$ cat config.mk
export PLATFORM = sky130hd
export DESIGN_NAME = scb_ctrl_port
export DESIGN_NICKNAME = d
export VERILOG_FILES = /design/src/logic/scb_bus_front.v /design/src/logic/scb_ctrl_port.v
export VERILOG_INCLUDE_DIRS = /design/src /design/src/logic
export SDC_FILE = /design/constraint.sdc
export NUM_CORES = 1
export LEC_CHECK = 0
export ABC_AREA = 1
export BUFFER_PORTS_ARGS = -buffer_cell sky130_fd_sc_hd__buf_2
export CAP_MARGIN = 20
export CORE_MARGIN = 1.5
export CORE_UTILIZATION = 55
export CTS_CLUSTER_DIAMETER = 200
export DETAILED_ROUTE_END_ITERATION = 10
export PLACE_DENSITY = 0.73
export SYNTH_ARGS = -nofsm -noshare
export SYNTH_HDL_FRONTEND = slang
export SYNTH_SLANG_ARGS = --single-unit
$ cat constraint.sdc
create_clock -name mclk -period 2.35 [get_ports mclk]
set_input_delay 0.235 -clock mclk [delete_from_list [all_inputs] [get_ports mclk]]
set_output_delay 0.235 -clock mclk [all_outputs]
set_load 0.1 [all_outputs]
$ cat src/logic/scb_consts.vh
// constants for the clock buffer control port: register map, fields, resets
// assumes inclusion by the control port only
`ifndef SCB_CONSTS_VH
`define SCB_CONSTS_VH

// ****************************************************************
// register indices
// ****************************************************************
`define SCB_REG_MODE_FREQ_UPPER 8'h00
`define SCB_REG_ENABLES_LOW     8'h01
`define SCB_REG_ENABLES_MID     8'h02
`define SCB_REG_BYTE_COUNT      8'h07

// ****************************************************************
// fields of the mode, frequency and upper enable register
// ****************************************************************
`define SCB_POS_PLL_MODE_HI     7
`define SCB_POS_PLL_MODE_LO     6
`define SCB_POS_UPPER_EN_HI     5
`define SCB_POS_UPPER_EN_LO     3
`define SCB_POS_FREQ_SEL        0
`define SCB_COUNT_WIDTH         5

// ****************************************************************
// reset values
// ****************************************************************
`define SCB_RST_ENABLES         8'hff
`define SCB_RST_UPPER_EN        3'h7
`define SCB_RST_BYTE_COUNT      5'h08

// ****************************************************************
// three-level strap coding and write addresses
// ****************************************************************
`define SCB_STRAP_LOW           2'h0
`define SCB_STRAP_MID           2'h1
`define SCB_STRAP_HIGH          2'h2
`define SCB_ADDR_00             8'hd8
`define SCB_ADDR_0M             8'hda
`define SCB_ADDR_01             8'hde
`define SCB_ADDR_M0             8'hc2
`define SCB_ADDR_MM             8'hc4
`define SCB_ADDR_M1             8'hc6
`define SCB_ADDR_10             8'hca
`define SCB_ADDR_1M             8'hcc
`define SCB_ADDR_11             8'hce

`endif

$ cat src/logic/scb_bus_front.v
// serial line front end: synchronises clock and data, finds edges, start and stop
// assumes both pins are asynchronous to mclk and far slower than it
module scb_bus_front (
    input  wire mclk,
    input  wire srst,
    input  wire sclPin,
    input  wire sdaPin,
    output reg  sclRise,
    output reg  sclFall,
    output reg  sdaLevel,
    output reg  startSeen,
    output reg  stopSeen
);
    reg [1:0] sclMeta;
    reg [1:0] sdaMeta;
    reg       sclLevel;

    // ****************************************************************
    // two-stage sync, then a third stage for edge finding
    // ****************************************************************
    always @(posedge mclk) begin
        if (srst) begin
            sclMeta   <= 2'h3;
            sdaMeta   <= 2'h3;
            sclLevel  <= 1'b1;
            sdaLevel  <= 1'b1;
            sclRise   <= 1'b0;
            sclFall   <= 1'b0;
            startSeen <= 1'b0;
            stopSeen  <= 1'b0;
        end else begin
            sclMeta   <= {sclMeta[0], sclPin};
            sdaMeta   <= {sdaMeta[0], sdaPin};
            sclLevel  <= sclMeta[1];
            sdaLevel  <= sdaMeta[1];
            sclRise   <= sclMeta[1] & ~sclLevel;
            sclFall   <= ~sclMeta[1] & sclLevel;
            // data moving while clock stays high marks frame bounds
            startSeen <= sclMeta[1] & sclLevel & sdaLevel & ~sdaMeta[1];
            stopSeen  <= sclMeta[1] & sclLevel & ~sdaLevel & sdaMeta[1];
        end
    end
endmodule

$ cat src/logic/scb_ctrl_port.v
// serial control port of a 19-pair clock buffer: block transfers, enables, readback
// assumes a system management host on the two-wire link and strap pins steady at reset
`include "scb_consts.vh"

// How it works
// - ack address and index after start
// - ack count and each data byte, store the first count bytes sequentially
// - first returned byte is the count
// - then registers from index onward sequentially
// - write address from two three-level straps
// - byte 0 bits 7:6 show latched pll mode
// - byte 0 bit 0 shows frequency strap
// - per-pair enable, reset one, zero forces low
// - enables map bytes 1, 2, byte 0 bits 5:3
// - writable five-bit readback count, default eight
module scb_ctrl_port (
    input  wire        mclk,
    input  wire        srst,
    input  wire        sclPin,
    input  wire        sdaPin,
    output reg         sdaOut,
    output reg         sdaOe,
    input  wire [1:0]  addrStrap0,
    input  wire [1:0]  addrStrap1,
    input  wire [1:0]  pllModeStrap,
    input  wire        freqSelStrap,
    output reg  [18:0] outputPairEnable,
    output reg         strapsLatched
);
    localparam [2:0] ST_IDLE  = 3'h0;
    localparam [2:0] ST_RX    = 3'h1;
    localparam [2:0] ST_ACK   = 3'h2;
    localparam [2:0] ST_TX    = 3'h3;
    localparam [2:0] ST_TXACK = 3'h4;

    localparam [1:0] PH_ADDR  = 2'h0;
    localparam [1:0] PH_INDEX = 2'h1;
    localparam [1:0] PH_COUNT = 2'h2;
    localparam [1:0] PH_DATA  = 2'h3;

    wire sclRise;
    wire sclFall;
    wire sdaLevel;
    wire startSeen;
    wire stopSeen;

    reg  [2:0] state;
    reg  [1:0] phase;
    reg  [3:0] bitCnt;
    reg  [7:0] rxShift;
    reg  [7:0] txShift;
    reg        readMode;
    reg        hostAck;
    reg  [7:0] index;
    reg  [7:0] remain;
    reg  [7:0] devAddr;
    reg  [1:0] pllMode;
    reg        freqSel;
    reg  [`SCB_COUNT_WIDTH-1:0] readCount;
    reg  [7:0] enLow;
    reg  [7:0] enMid;
    reg  [2:0] enUpper;
    reg  [1:0] strapA0Meta;
    reg  [1:0] strapA0;
    reg  [1:0] strapA1Meta;
    reg  [1:0] strapA1;
    reg  [1:0] pllMeta;
    reg  [1:0] pllSync;
    reg        freqMeta;
    reg        freqSync;
    reg  [7:0] readByte;
    reg  [7:0] strapAddr;

    scb_bus_front u_front (
        .mclk      (mclk),
        .srst      (srst),
        .sclPin    (sclPin),
        .sdaPin    (sdaPin),
        .sclRise   (sclRise),
        .sclFall   (sclFall),
        .sdaLevel  (sdaLevel),
        .startSeen (startSeen),
        .stopSeen  (stopSeen)
    );

    // ****************************************************************
    // strap capture, once after reset release
    // ****************************************************************
    always @(posedge mclk) begin
        strapA0Meta <= addrStrap0;
        strapA0     <= strapA0Meta;
        strapA1Meta <= addrStrap1;
        strapA1     <= strapA1Meta;
        pllMeta     <= pllModeStrap;
        pllSync     <= pllMeta;
        freqMeta    <= freqSelStrap;
        freqSync    <= freqMeta;
    end

    always @* begin
        case ({strapA1, strapA0})
            {`SCB_STRAP_LOW,  `SCB_STRAP_LOW }: strapAddr = `SCB_ADDR_00;
            {`SCB_STRAP_LOW,  `SCB_STRAP_MID }: strapAddr = `SCB_ADDR_0M;
            {`SCB_STRAP_LOW,  `SCB_STRAP_HIGH}: strapAddr = `SCB_ADDR_01;
            {`SCB_STRAP_MID,  `SCB_STRAP_LOW }: strapAddr = `SCB_ADDR_M0;
            {`SCB_STRAP_MID,  `SCB_STRAP_MID }: strapAddr = `SCB_ADDR_MM;
            {`SCB_STRAP_MID,  `SCB_STRAP_HIGH}: strapAddr = `SCB_ADDR_M1;
            {`SCB_STRAP_HIGH, `SCB_STRAP_LOW }: strapAddr = `SCB_ADDR_10;
            {`SCB_STRAP_HIGH, `SCB_STRAP_MID }: strapAddr = `SCB_ADDR_1M;
            {`SCB_STRAP_HIGH, `SCB_STRAP_HIGH}: strapAddr = `SCB_ADDR_11;
            default:                            strapAddr = `SCB_ADDR_00;
        endcase
    end

    // ****************************************************************
    // register read mux
    // ****************************************************************
    always @* begin
        case (index)
            `SCB_REG_MODE_FREQ_UPPER: readByte = {pllMode, enUpper, 2'h0, freqSel};
            `SCB_REG_ENABLES_LOW:     readByte = enLow;
            `SCB_REG_ENABLES_MID:     readByte = enMid;
            `SCB_REG_BYTE_COUNT:      readByte = {3'h0, readCount};
            default:                  readByte = 8'h00;
        endcase
    end

    // ****************************************************************
    // link engine and register writes
    // ****************************************************************
    always @(posedge mclk) begin
        if (srst) begin
            state            <= ST_IDLE;
            phase            <= PH_ADDR;
            bitCnt           <= 4'h0;
            rxShift          <= 8'h00;
            txShift          <= 8'h00;
            readMode         <= 1'b0;
            hostAck          <= 1'b0;
            index            <= 8'h00;
            remain           <= 8'h00;
            sdaOut           <= 1'b0;
            sdaOe            <= 1'b0;
            devAddr          <= `SCB_ADDR_00;
            pllMode          <= 2'h0;
            freqSel          <= 1'b0;
            strapsLatched    <= 1'b0;
            readCount        <= `SCB_RST_BYTE_COUNT;
            enLow            <= `SCB_RST_ENABLES;
            enMid            <= `SCB_RST_ENABLES;
            enUpper          <= `SCB_RST_UPPER_EN;
            outputPairEnable <= {19{1'b1}};
        end else begin
            sdaOut           <= 1'b0;
            outputPairEnable <= {enUpper, enMid, enLow};
            // straps are read after the sync chain has settled post reset
            if (!strapsLatched) begin
                strapsLatched <= 1'b1;
                devAddr       <= strapAddr;
                pllMode       <= pllSync;
                freqSel       <= freqSync;
            end
            if (stopSeen) begin
                state <= ST_IDLE;
                phase <= PH_ADDR;
                sdaOe <= 1'b0;
            end else if (startSeen) begin
                // repeated start keeps the index pointer
                state  <= ST_RX;
                phase  <= PH_ADDR;
                bitCnt <= 4'h0;
                sdaOe  <= 1'b0;
            end else begin
                case (state)
                    ST_RX: begin
                        if (sclRise) begin
                            rxShift <= {rxShift[6:0], sdaLevel};
                            bitCnt  <= bitCnt + 4'h1;
                        end else if (sclFall && bitCnt == 4'h8) begin
                            bitCnt <= 4'h0;
                            state  <= ST_ACK;
                            sdaOe  <= 1'b1;
                            case (phase)
                                PH_ADDR: begin
                                    // other addresses leave the line alone
                                    if (rxShift[7:1] != devAddr[7:1]) begin
                                        state <= ST_IDLE;
                                        sdaOe <= 1'b0;
                                    end else begin
                                        readMode <= rxShift[0];
                                        phase    <= PH_INDEX;
                                    end
                                end
                                PH_INDEX: begin
                                    index <= rxShift;
                                    phase <= PH_COUNT;
                                end
                                PH_COUNT: begin
                                    remain <= rxShift;
                                    phase  <= PH_DATA;
                                end
                                PH_DATA: begin
                                    if (remain != 8'h00) begin
                                        remain <= remain - 8'h01;
                                        index  <= index + 8'h01;
                                        case (index)
                                            `SCB_REG_MODE_FREQ_UPPER:
                                                enUpper <= rxShift[`SCB_POS_UPPER_EN_HI:`SCB_POS_UPPER_EN_LO];
                                            `SCB_REG_ENABLES_LOW:  enLow     <= rxShift;
                                            `SCB_REG_ENABLES_MID:  enMid     <= rxShift;
                                            `SCB_REG_BYTE_COUNT:   readCount <= rxShift[`SCB_COUNT_WIDTH-1:0];
                                            default:               readCount <= readCount;
                                        endcase
                                    end
                                end
                                default: phase <= PH_ADDR;
                            endcase
                        end
                    end
                    ST_ACK: begin
                        if (sclFall) begin
                            if (readMode && phase == PH_INDEX) begin
                                // first byte out is the count
                                txShift <= {3'h0, readCount};
                                // bit 7 of the count byte is always zero, so the line is pulled low
                                sdaOe   <= 1'b1;
                                phase   <= PH_DATA;
                                state   <= ST_TX;
                            end else begin
                                sdaOe <= 1'b0;
                                state <= ST_RX;
                            end
                        end
                    end
                    ST_TX: begin
                        if (sclFall) begin
                            if (bitCnt == 4'h7) begin
                                bitCnt <= 4'h0;
                                sdaOe  <= 1'b0;
                                state  <= ST_TXACK;
                            end else begin
                                bitCnt  <= bitCnt + 4'h1;
                                txShift <= {txShift[6:0], 1'b0};
                                sdaOe   <= ~txShift[6];
                            end
                        end
                    end
                    ST_TXACK: begin
                        if (sclRise) begin
                            hostAck <= ~sdaLevel;
                        end else if (sclFall) begin
                            if (hostAck) begin
                                txShift <= readByte;
                                sdaOe   <= ~readByte[7];
                                index   <= index + 8'h01;
                                state   <= ST_TX;
                            end else begin
                                state <= ST_IDLE;
                            end
                        end
                    end
                    default: begin
                        state <= ST_IDLE;
                        sdaOe <= 1'b0;
                    end
                endcase
            end
        end
    end
endmodule

==> results of run 1 <==
==> metrics by stage <==
| stage | area, sq um | std cells | hold WS, ps |
|---|---|---|---|
| floorplan | 5157 | 680 | 262.7 |
| global placement | 5416 | 809 | 310.6 |
| detailed placement | 5416 | 809 | 312.1 |
| CTS | 6073 | 849 | 184.0 |
| global route | 6073 | 849 | 219.0 |
| finish | 6073 | 849 | 193.6 |
==> critical path: stages, from the launching register on <==
cell	delay [ps]
sky130_fd_sc_hd__dfxtp_1	320
sky130_fd_sc_hd__inv_1	100
sky130_fd_sc_hd__ha_1	160
sky130_fd_sc_hd__nand4_1	220
sky130_fd_sc_hd__nor3_4	410
sky130_fd_sc_hd__nand3_1	350
sky130_fd_sc_hd__o21ai_0	290
sky130_fd_sc_hd__a21oi_1	60
==> worst min path at each step <==
stage,from,cells past startpoint,slack [ps],to
2_1_floorplan,freqSelStrap,0,260,freqMeta$_DFF_P_
3_3_place_gp,strapA0Meta[1]$_DFF_P_,0,310,strapA0[1]$_DFF_P_
3_5_place_dp,strapA0Meta[0]$_DFF_P_,0,310,strapA0[0]$_DFF_P_
4_1_cts,srst,3,180,u_front.sdaLevel$_SDFF_PP1_
5_1_grt,srst,3,220,txShift[6]$_SDFFE_PP0P_
6_report,srst,3,190,remain[7]$_SDFFE_PP0P_
==> flip-flops by register name, indices dropped and copies added, names as in the netlist, 2 cells and up <==
name,cells
readCount,5
state,3
strapA1,2
pllMode,2
u_front.sdaMeta,2
enLow,8
phase,2
strapA0,2
enUpper,3
index,8
pllSync,2
pllMeta,2
rxShift,8
u_front.sclMeta,2
enMid,8
devAddr,4
outputPairEnable,19
strapA0Meta,2
bitCnt,4
strapA1Meta,2
remain,8
txShift,7
==> cell families (layout without fill, tap and decap cells) <==
kind of cell | Yosys count | in the layout | synth area share
AND/OR/NAND/NOR | 295 | 295 | 0.2610
AO/OA/AOI/OAI | 142 | 142 | 0.1577
flip-flops | 118 | 118 | 0.4580
buffers and inverters | 104 | 162 | 0.07836
adder cells (fa/ha/maj) | 14 | 14 | 0.03396
XOR/XNOR | 6 | 6 | 0.01019
other | 1 | 1 | 0.0007271
==> synthesized netlist by cell type (all sizes together) (5+ instances only) <==
cell type    n
a21oi       44
buf          5
clkbuf      12
dfxtp      118
ha          14
inv         86
nand2      144
nand3       39
nand4        7
nor2        77
nor3        11
o211ai      26
o21ai       54
o22ai        6
or2         14
==> layout make-up <==
type                            count  area [sq um]  share of cell area
Timing Repair Buffer               44         287.8             0.04738
Multi-Input combinational cell    458          2391              0.3937
Clock buffer                       17         414.1             0.06819
Tap cell                          111         138.9             0.02287
Sequential cell                   118          2362              0.3890
Inverter                           87         326.6             0.05377
Clock inverter                     14         152.6             0.02513
==> cells in the final DEF (no fill, tap or decap), drive strengths merged, types with 2 or more instances in the layout <==
cell         count
clkbuf          17
nand4            7
nand3           39
o22ai            6
bufinv           2
ha              14
dlygate4sd3      9
buf             35
nand3b           2
a31oi            4
o211ai          26
xor2             4
or2             14
o21ai           54
xnor2            2
a211oi           4
clkinvlp         4
nand2          144
inv             90
clkinv           5
nor3            11
a21oi           44
dfxtp          118
nor2            77
==> power groups by stage <==
stage / clock (mW) / sequential, mW / combinational [mW]
2_1_floorplan: 0 / 2.24 / 0.778
3_3_place_gp: 0 / 2.24 / 1.01
3_5_place_dp: 0 / 2.24 / 1.02
4_1_cts: 2.50 / 2.20 / 1.05
5_1_grt: 2.59 / 2.21 / 1.19
6_report: 2.47 / 2.20 / 1.07
==> metal layers <==
| layer | vias to the layer above | GRT usage |
|---|---|---|
| li1 | 2325 | - |
| met1 | 2087 | 0.3279 |
| met2 | 141 | 0.4192 |
| met3 | 30 | 0.07173 |
| met4 | 0 | 0.09859 |
| met5 | - | 0 |
==> metrics list, run 1 <==
* Number of global-route vias before repair: 4302
- After floorplanning, the core was sized to cover 9153 sq um.
* Pin count of the biggest net entering global routing: 62
* Worst setup slack after placement: 382.6 ps
* Clock Power Share: 0.431
- Skew final: 9.011 ps
- Mapped Cells: 680
- For this run, the total global-route usage over all layers was measured as 0.2582.
- Max Cap Viol: 0
* Top layer in use: met4
* Type of the worst min-delay path: primary input to flop
- The die covers 9967 sq um.
- Number of buffers created by CTS: 17
- The synthesized netlist occupies a cell area of 5157 sq um.
- Buffers inserted to repair hold after CTS numbered 9.
* Clock net sink count: 118
* Number of nets at the end of the flow: 751
* Clock transition at path regs: 60 ps
* Required time of the worst setup path: 2750 ps
* Root cell of the clock tree: sky130_fd_sc_hd__clkbuf_8
* Hold violation count in the final report: 0
- Once the clock tree was built, the setup fixing pass inserted 0 buffers.
- Max H-tree Level: 4
* Number of gates resized after cts: 0
* Sequential fraction of the synthesis area: 0.4580
- Setup slack on the critical path of the routed design comes to 316.2 ps.
* Type of destination of the critical path: flop
- R2r worst-path depth: 7
- Met2 Wirelength: 5736 um
* Worst setup endpoint: readCount[1]$_SDFFE_PP0P_
* Number of antenna cells inserted: 0
- Global-route wire length before repair: 20150 um
- After detailed routing, the number of vias per cell comes to 5.398.
- The number of nets handed over by synthesis was 705.
- For this design the static power due to leakage is 2.741 nW.
- Number of max-slew violations in the final report: 0
- Routed met1 length: 5509 um
* Pre-antenna DRT Iters: 4
* Crit path arrival time: 2440 ps
- Of the total power, the share spent switching nets is 0.3105.
- Remaining design rule violation count: 0
- During placement, the flow inserted port buffers numbering 31.
- Global routing finished with a remaining overflow of 0.
- Starting utilization of the core area: 0.5635
- The synthesized design contains 118 register bits.
- Part of the power in registers: 0.383
- Clock tree from TritonCTS: yes
* CP Class: flop to flop
* Minimum setup slack among reg-to-reg paths: 320 ps
- Number of top-level pins: 33
- Proportion of netlist area held by the largest area contributor: 0.4580
- After synthesis, the mean cell area works out to 7.584 sq um.
- The count of nets left with antenna violations once routing finished came out at 0.
- After floorplanning, the core was divided into 35 placement rows.
- Sum of net half-perimeters after detailed placement: 8428 um
- Static timing analysis puts the maximum clock frequency at 0.4917 GHz.
- Most used DFF post-synth: sky130_fd_sc_hd__dfxtp_1
- Async set-reset flop share out of synthesis: 0
* Setup TNS Final: 0 ps
- Unrepaired setup endpoints after global routing: false
* Area added between synthesis and finish: 17.76%
- Run status: complete, no violations
* Share of post-route cells with drive strength above 1: 0.1436
* Number of synthesized flops with an enable pin: 0
* Internal power: 3.959 mW
- Met3 routed wirelength: 691 um
- P per Cell Area: 945.5 nW/um^2
- The initial antenna violation count was 0.
- Setup violations remaining at the end of the flow were counted as 0.
* Category of the worst setup path launch point: flop
* Maximum clock insertion buffer count: 2
- Counting the fill cells in the layout gives 767.
* NetSw: 1.783 mW
- Wires add up to 12210 um.
* Detailed-route wire length per cell: 14.39 um
* Leading cell types by total area after synthesis: sky130_fd_sc_hd__dfxtp_1 46%, sky130_fd_sc_hd__nand2_1 10%, sky130_fd_sc_hd__inv_1 5.7%
* Synth unique cells: 42
- Total via count in the routed design: 4583
- Across the VDD grid, the largest voltage drop is 0.6100 mV.
- The design draws 5.742 mW.
* Worst-skew pair later-pin latency: 530 ps
- Floorplan die width: 99.84 um
- The worst path needs 2034 ps of the cycle, external delays included.
- Reg2reg end: readCount[1]$_SDFFE_PP0P_
- Drt first-iter violations: 304
- For this run, the number of Yosys warnings is 0.
- At the end of the flow the core is filled with cells to 0.6636.
* Reg2reg start: bitCnt[0]$_SDFFE_PP0P_
* Placer's final routability congestion estimate: 0.9800
- Proportion of power drawn by combinational gates: 0.186
- Of all nets on the critical path, the largest fanout is 10.
* Die height: 99.84 um
* Largest area contributor in the synthesized netlist: sky130_fd_sc_hd__dfxtp_1
- Share of the clock period used by the worst path after layout: 0.8655
* Origin of the worst setup path: bitCnt[0]$_SDFFE_PP0P_
Note: power is estimated with default switching activity, not from simulation.
==> run 2: changes to the inputs <==
--- a/config.mk
+++ b/config.mk
@@ -6,7 +6,6 @@
 export SDC_FILE = /design/constraint.sdc
 export NUM_CORES = 1
 export LEC_CHECK = 0
-export ABC_AREA = 1
 export BUFFER_PORTS_ARGS = -buffer_cell sky130_fd_sc_hd__buf_2
 export CAP_MARGIN = 20
 export CORE_MARGIN = 1.5
==> run 2 against run 1 <==
Against the previous run:
- die area increased by 1.6%
- wire length rose by 9.9%
- first-iteration DRC count is 61% higher
- synthesized cell count is 14% lower
- final cell count is 8.4% lower
- clock skew decreased by 4.2 ps
- critical path depth shrank 1
- combinational power down 88%
- total power decreased by 12%
- highest routed layer unchanged
- non-clock buffer count up 20
- sequential power is 7% lower
- critical path type unchanged
==> metrics list, run 2 <==
- The top cell types in the final layout, fill and taps aside, are 118 x sky130_fd_sc_hd__dfxtp_1, 77 x sky130_fd_sc_hd__nor2_1, 54 x sky130_fd_sc_hd__a21oi_1, 31 x sky130_fd_sc_hd__buf_2, 29 x sky130_fd_sc_hd__nand2_1.
- Commonest non-fill, non-tap cell in the layout: sky130_fd_sc_hd__dfxtp_1
* Unrepaired setup endpoints after global routing: false
- The depth of the most critical reg-to-reg path was 6 (-1).
* Pre-antenna DRT Iters: 6 (+2)
- Category of the worst setup path launch point: flop
- The post-detailed-route DRC marker count was 0 (unchanged).
* Async set-reset flop share out of synthesis: 0 (unchanged)
- In the post-synthesis netlist, the cell with the most instances is sky130_fd_sc_hd__dfxtp_1.
- Minimum setup slack among reg-to-reg paths: 200 ps (-110 ps)
- The worst setup path is of the flop to flop kind.
- The data required time of the worst path came to 2760 ps (about the same).
* Number of buffers created by CTS: 17 (unchanged)
- Final worst path period need: 2149 ps (+114.9 ps)
- The final weighted congestion in routability-driven placement is 0.9352 (-4.6%).
* Share of synthesized area spent on multiplexers: 0.04630 (+0.04630)
* Area added between synthesis and finish: 21.48%
* Worst setup slack after placement: 173.6 ps (-209.0 ps)
- Number of max-slew violations in the final report: 0 (unchanged)
* Core area: 9240 sq um (+0.96%)
- Synthesized flop and latch total: 118 (unchanged)
- The number of instances in the synthesized netlist was 588 (-14%).
- Global-route wire length before repair: 21760 um (+8.0%)
- Sum of net half-perimeters after detailed placement: 8798 um (+4.4%)
- Number of global-route vias before repair: 4518 (+5.0%)
* Run status: complete, no violations
- The sequential cell area fraction in the yosys report came to 0.4506 (-0.007433).
- In this run the most critical hold path is launched from strapA1Meta[0]$_DFF_P_.
- Number of flip-flops under the largest register name: 19 (unchanged)
- Synth Cell Area: 5243 sq um (+1.6%)
- Share of post-route cells with drive strength above 1: 0.1957 (+0.05205)
- Floorplan die width: 100.6 um (+0.80%)
- Part of the power in registers: 0.406 (+0.023)
- Total area of multi-input combinational cells: 2650 sq um (+11%)
- Number of top-level pins: 33 (unchanged)
- Most used DFF post-synth: sky130_fd_sc_hd__dfxtp_1
* Normalized max-slew margin: 0.5937
- Yosys warns: 0 (unchanged)
- Most frequent cells after synthesis: 118 x sky130_fd_sc_hd__dfxtp_1, 77 x sky130_fd_sc_hd__nor2_1, 54 x sky130_fd_sc_hd__a21oi_1, 29 x sky130_fd_sc_hd__nand2_1
* Starting utilization of the core area: 0.5674 (+0.003867)
- P per Cell Area: 792.9 nW/um^2 (-16%)
- Cell count after placement: 736 (-9.0%)
* DIE AREA: 10130 sq um (+1.6%)
* Proportion of power drawn by combinational gates: 0.026 (-0.160)
* Largest area contributor in the synthesized netlist: sky130_fd_sc_hd__dfxtp_1
* Clock Power Share: 0.568 (+0.137)
- The area share of xor/xnor cells in the synthesized design was 0.008353 (-0.001836).
- The number of H-tree levels was 4 (unchanged).
- The arrival time at the worst endpoint is 2560 ps (+120 ps).
- The count of endpoints failing setup in the final report came to 0 (unchanged).
- The cell leakage power is 2.524 nW (-7.9%).
* Dominant combinational cell family by area after synthesis: simple AND/OR/NAND/NOR gates
- Mean Syn Cell Area: 8.916 sq um (+18%)
* Number of stages on the worst hold path: 0 (-3)
* Number of synthesized flops with an enable pin: 0 (unchanged)
* Number of rows created at floorplan: 35 (unchanged)
* VDD IR-drop max: 0.7821 mV (+28%)
- The clock skew came to 4.847 ps (-4.164 ps).
- Combined flip-flop and latch cell area: 2362 sq um (unchanged)
- # port buffers: 31 (unchanged)
- Clock transition at path regs: 60 ps (about the same)
* Mean number of vias per cell: 5.991 (+11%)
- WL final: 13420 um (+9.9%)
- Grt ovf: 0 (unchanged)
- Max Cap Viol: 0 (unchanged)
* Max frequency: 0.4654 GHz (-5.3%)
- Worst-skew pair later-pin latency: 530 ps (about the same)
* Total via count in the routed design: 4661 (+1.7%)
* Drt first-iter violations: 488 (+61%)
- The top-area cell type share of the netlist area is 0.4506 (-0.007433).
- Share of synthesized cell area in and, or, nand and nor gates: 0.2356 (-0.02548)
- Share of the clock period used by the worst path after layout: 0.9143 (+0.04889)
- The number of standard cells in the layout, taps in and fillers out was 778 (-8.4%).
- The CTS sink count came to 118 (unchanged).
- Die height: 100.6 um (+0.80%)
- Worst hold path endpoint: strapA1[0]$_DFF_P_
* Synth unique cells: 64 (+52%)
- The total of fill cells in the finished design is 718 (-6.4%).
* Switching Share: 0.2201 (-0.09040)
- The number of inserted diodes was 0 (unchanged).
* Root cell of the clock tree: sky130_fd_sc_hd__clkbuf_8
- Hold violation count in the final report: 0 (unchanged)
- Setup slack after layout: 201.3 ps (-114.9 ps)
* Initial antenna violation count: 0 (unchanged)
- Setup TNS Final: 0 ps (unchanged)
- The number of routed nets with antenna violations is 0 (unchanged).
- The area fraction in compound gates after synthesis was 0.1797 (+0.02202).
- Synthesized-area fraction occupied by adder cells: 0.03341 (-0.0005512)
* Type of the worst min-delay path: flop to flop
- Internal power: 3.938 mW (-0.53%)
- NetSw: 1.112 mW (-38%)
* Reg2reg start: remain[2]$_SDFFE_PP0P_
- Reg2reg end: enLow[1]$_SDFFE_PP1P_
- Ranked by total cell area, the synthesized netlist is headed by sky130_fd_sc_hd__dfxtp_1 45%, sky130_fd_sc_hd__nor2_1 5.5%, sky130_fd_sc_hd__a21oi_1 5.2%.
* Number of nets at the end of the flow: 661 (-12%)
* Largest driver fanout on the critical path: 16 (+6)
* Pin count of the biggest net entering global routing: 36 (-42%)
- The detail-routed net length per standard cell came to 17.25 um (+20%).
- outputPairEnable holds more flip-flops than any other register.
* Global-route usage over all layers: 0.2766 (+0.01846)
* Clock tree from TritonCTS: yes
* Slew at the pin with the worst max-slew slack: 605.7 ps
- The total nets after synthesis came to 613 (-13%).
* Type of destination of the critical path: flop
* Maximum clock insertion buffer count: 2 (unchanged)
## run 2: cell count changes after synthesis, sizes merged, moves of 8 or more
cell | previous run | this run
nand2 | 144 | 29
inv | 86 | 21
o21ai | 54 | 20
nand3 | 39 | 12
o211ai | 26 | 3
mux2i | 0 | 22
clkbuf | 12 | 27
nor3 | 11 | 24
or2 | 14 | 25
a21oi | 44 | 54
nor4 | 1 | 9
## run 2: final cells by class
| type | instances | area share |
|---|---|---|
| Clock buffer | 17 | 0.06503 |
| Clock inverter | 15 | 0.03792 |
| Inverter | 23 | 0.01356 |
| Multi-Input combinational cell | 412 | 0.4161 |
| Sequential cell | 118 | 0.3709 |
| Tap cell | 129 | 0.02534 |
| Timing Repair Buffer | 64 | 0.07112 |
## run 2: power groups by stage
| stage | clock [mW] | sequential, mW | combinational (mW) |
|---|---|---|---|
| final | 2.87 | 2.05 | 0.130 |
| after global routing | 2.98 | 2.05 | 0.141 |
| after CTS | 2.89 | 2.05 | 0.128 |
| after detailed placement | 0 | 2.09 | 0.113 |
| after global placement | 0 | 2.09 | 0.110 |
| after floorplan | 0 | 2.09 | 0.0800 |
## run 2: how the worst max path moves through the flow
| stage | cells after the start | to | start |
|---|---|---|---|
| 6_report | 6 | enLow[1]$_SDFFE_PP1P_ | remain[2]$_SDFFE_PP0P_ |
| 3_5_place_dp | 6 | readCount[2]$_SDFFE_PP0P_ | state[0]$_SDFFE_PP0P_ |
| 5_1_grt | 6 | txShift[6]$_SDFFE_PP0P_ | state[0]$_SDFFE_PP0P_ |
| 2_1_floorplan | 6 | enUpper[0]$_SDFFE_PP1P_ | remain[2]$_SDFFE_PP0P_ |
| 3_3_place_gp | 6 | readCount[3]$_SDFFE_PP1P_ | state[0]$_SDFFE_PP0P_ |
| 4_1_cts | 6 | readCount[2]$_SDFFE_PP0P_ | state[0]$_SDFFE_PP0P_ |
## run 2: kinds of logic after synthesis
group           count (synthesis)
compound gates                143
xor+xnor                        5
fa+ha+maj                      14
buf+inv                        58
flops                         118
mux                            24
other cells                     1
simple gates                  225
## run 2: through the flow
stage / instance area [sq um] / utilization / hold WS (ps) / power (mW)
5_1_grt: 6369 / 0.6892 / 330.1 / 5.174
3_3_place_gp: 5605 / 0.6066 / 312.9 / 2.200
4_1_cts: 6361 / 0.6884 / 320.3 / 5.067
2_1_floorplan: 5243 / - / 262.7 / 2.169
3_5_place_dp: 5605 / 0.6066 / 315.4 / 2.204
6_report: 6369 / 0.6892 / 331.4 / 5.050
## run 2: timing repair
| action | in CTS | in global routing |
|---|---|---|
| setup endpoints to repair | 0 | 4 |
| resized for setup | 0 | 2 |
| hold buffers | 10 | 0 |
| setup buffers | 0 | 0 |
| endpoints found under the hold margin | 10 | 0 |
## run 2: worst max-delay path, stage by stage (launching register included)
cell	delay [ps]
sky130_fd_sc_hd__dfxtp_1	350
sky130_fd_sc_hd__or4_4	600
sky130_fd_sc_hd__nor4b_4	550
sky130_fd_sc_hd__nor4b_4	100
sky130_fd_sc_hd__buf_4	220
sky130_fd_sc_hd__nor2_1	150
sky130_fd_sc_hd__a21oi_1	60
## run 2: routing by layer
layer,global-route usage,up-vias,part of all wire
met5,0,-,0
met1,0.3391,2218,0.42
li1,-,2212,-
met4,0.1159,0,0.020
met2,0.4621,203,0.49
met3,0.07004,28,0.065
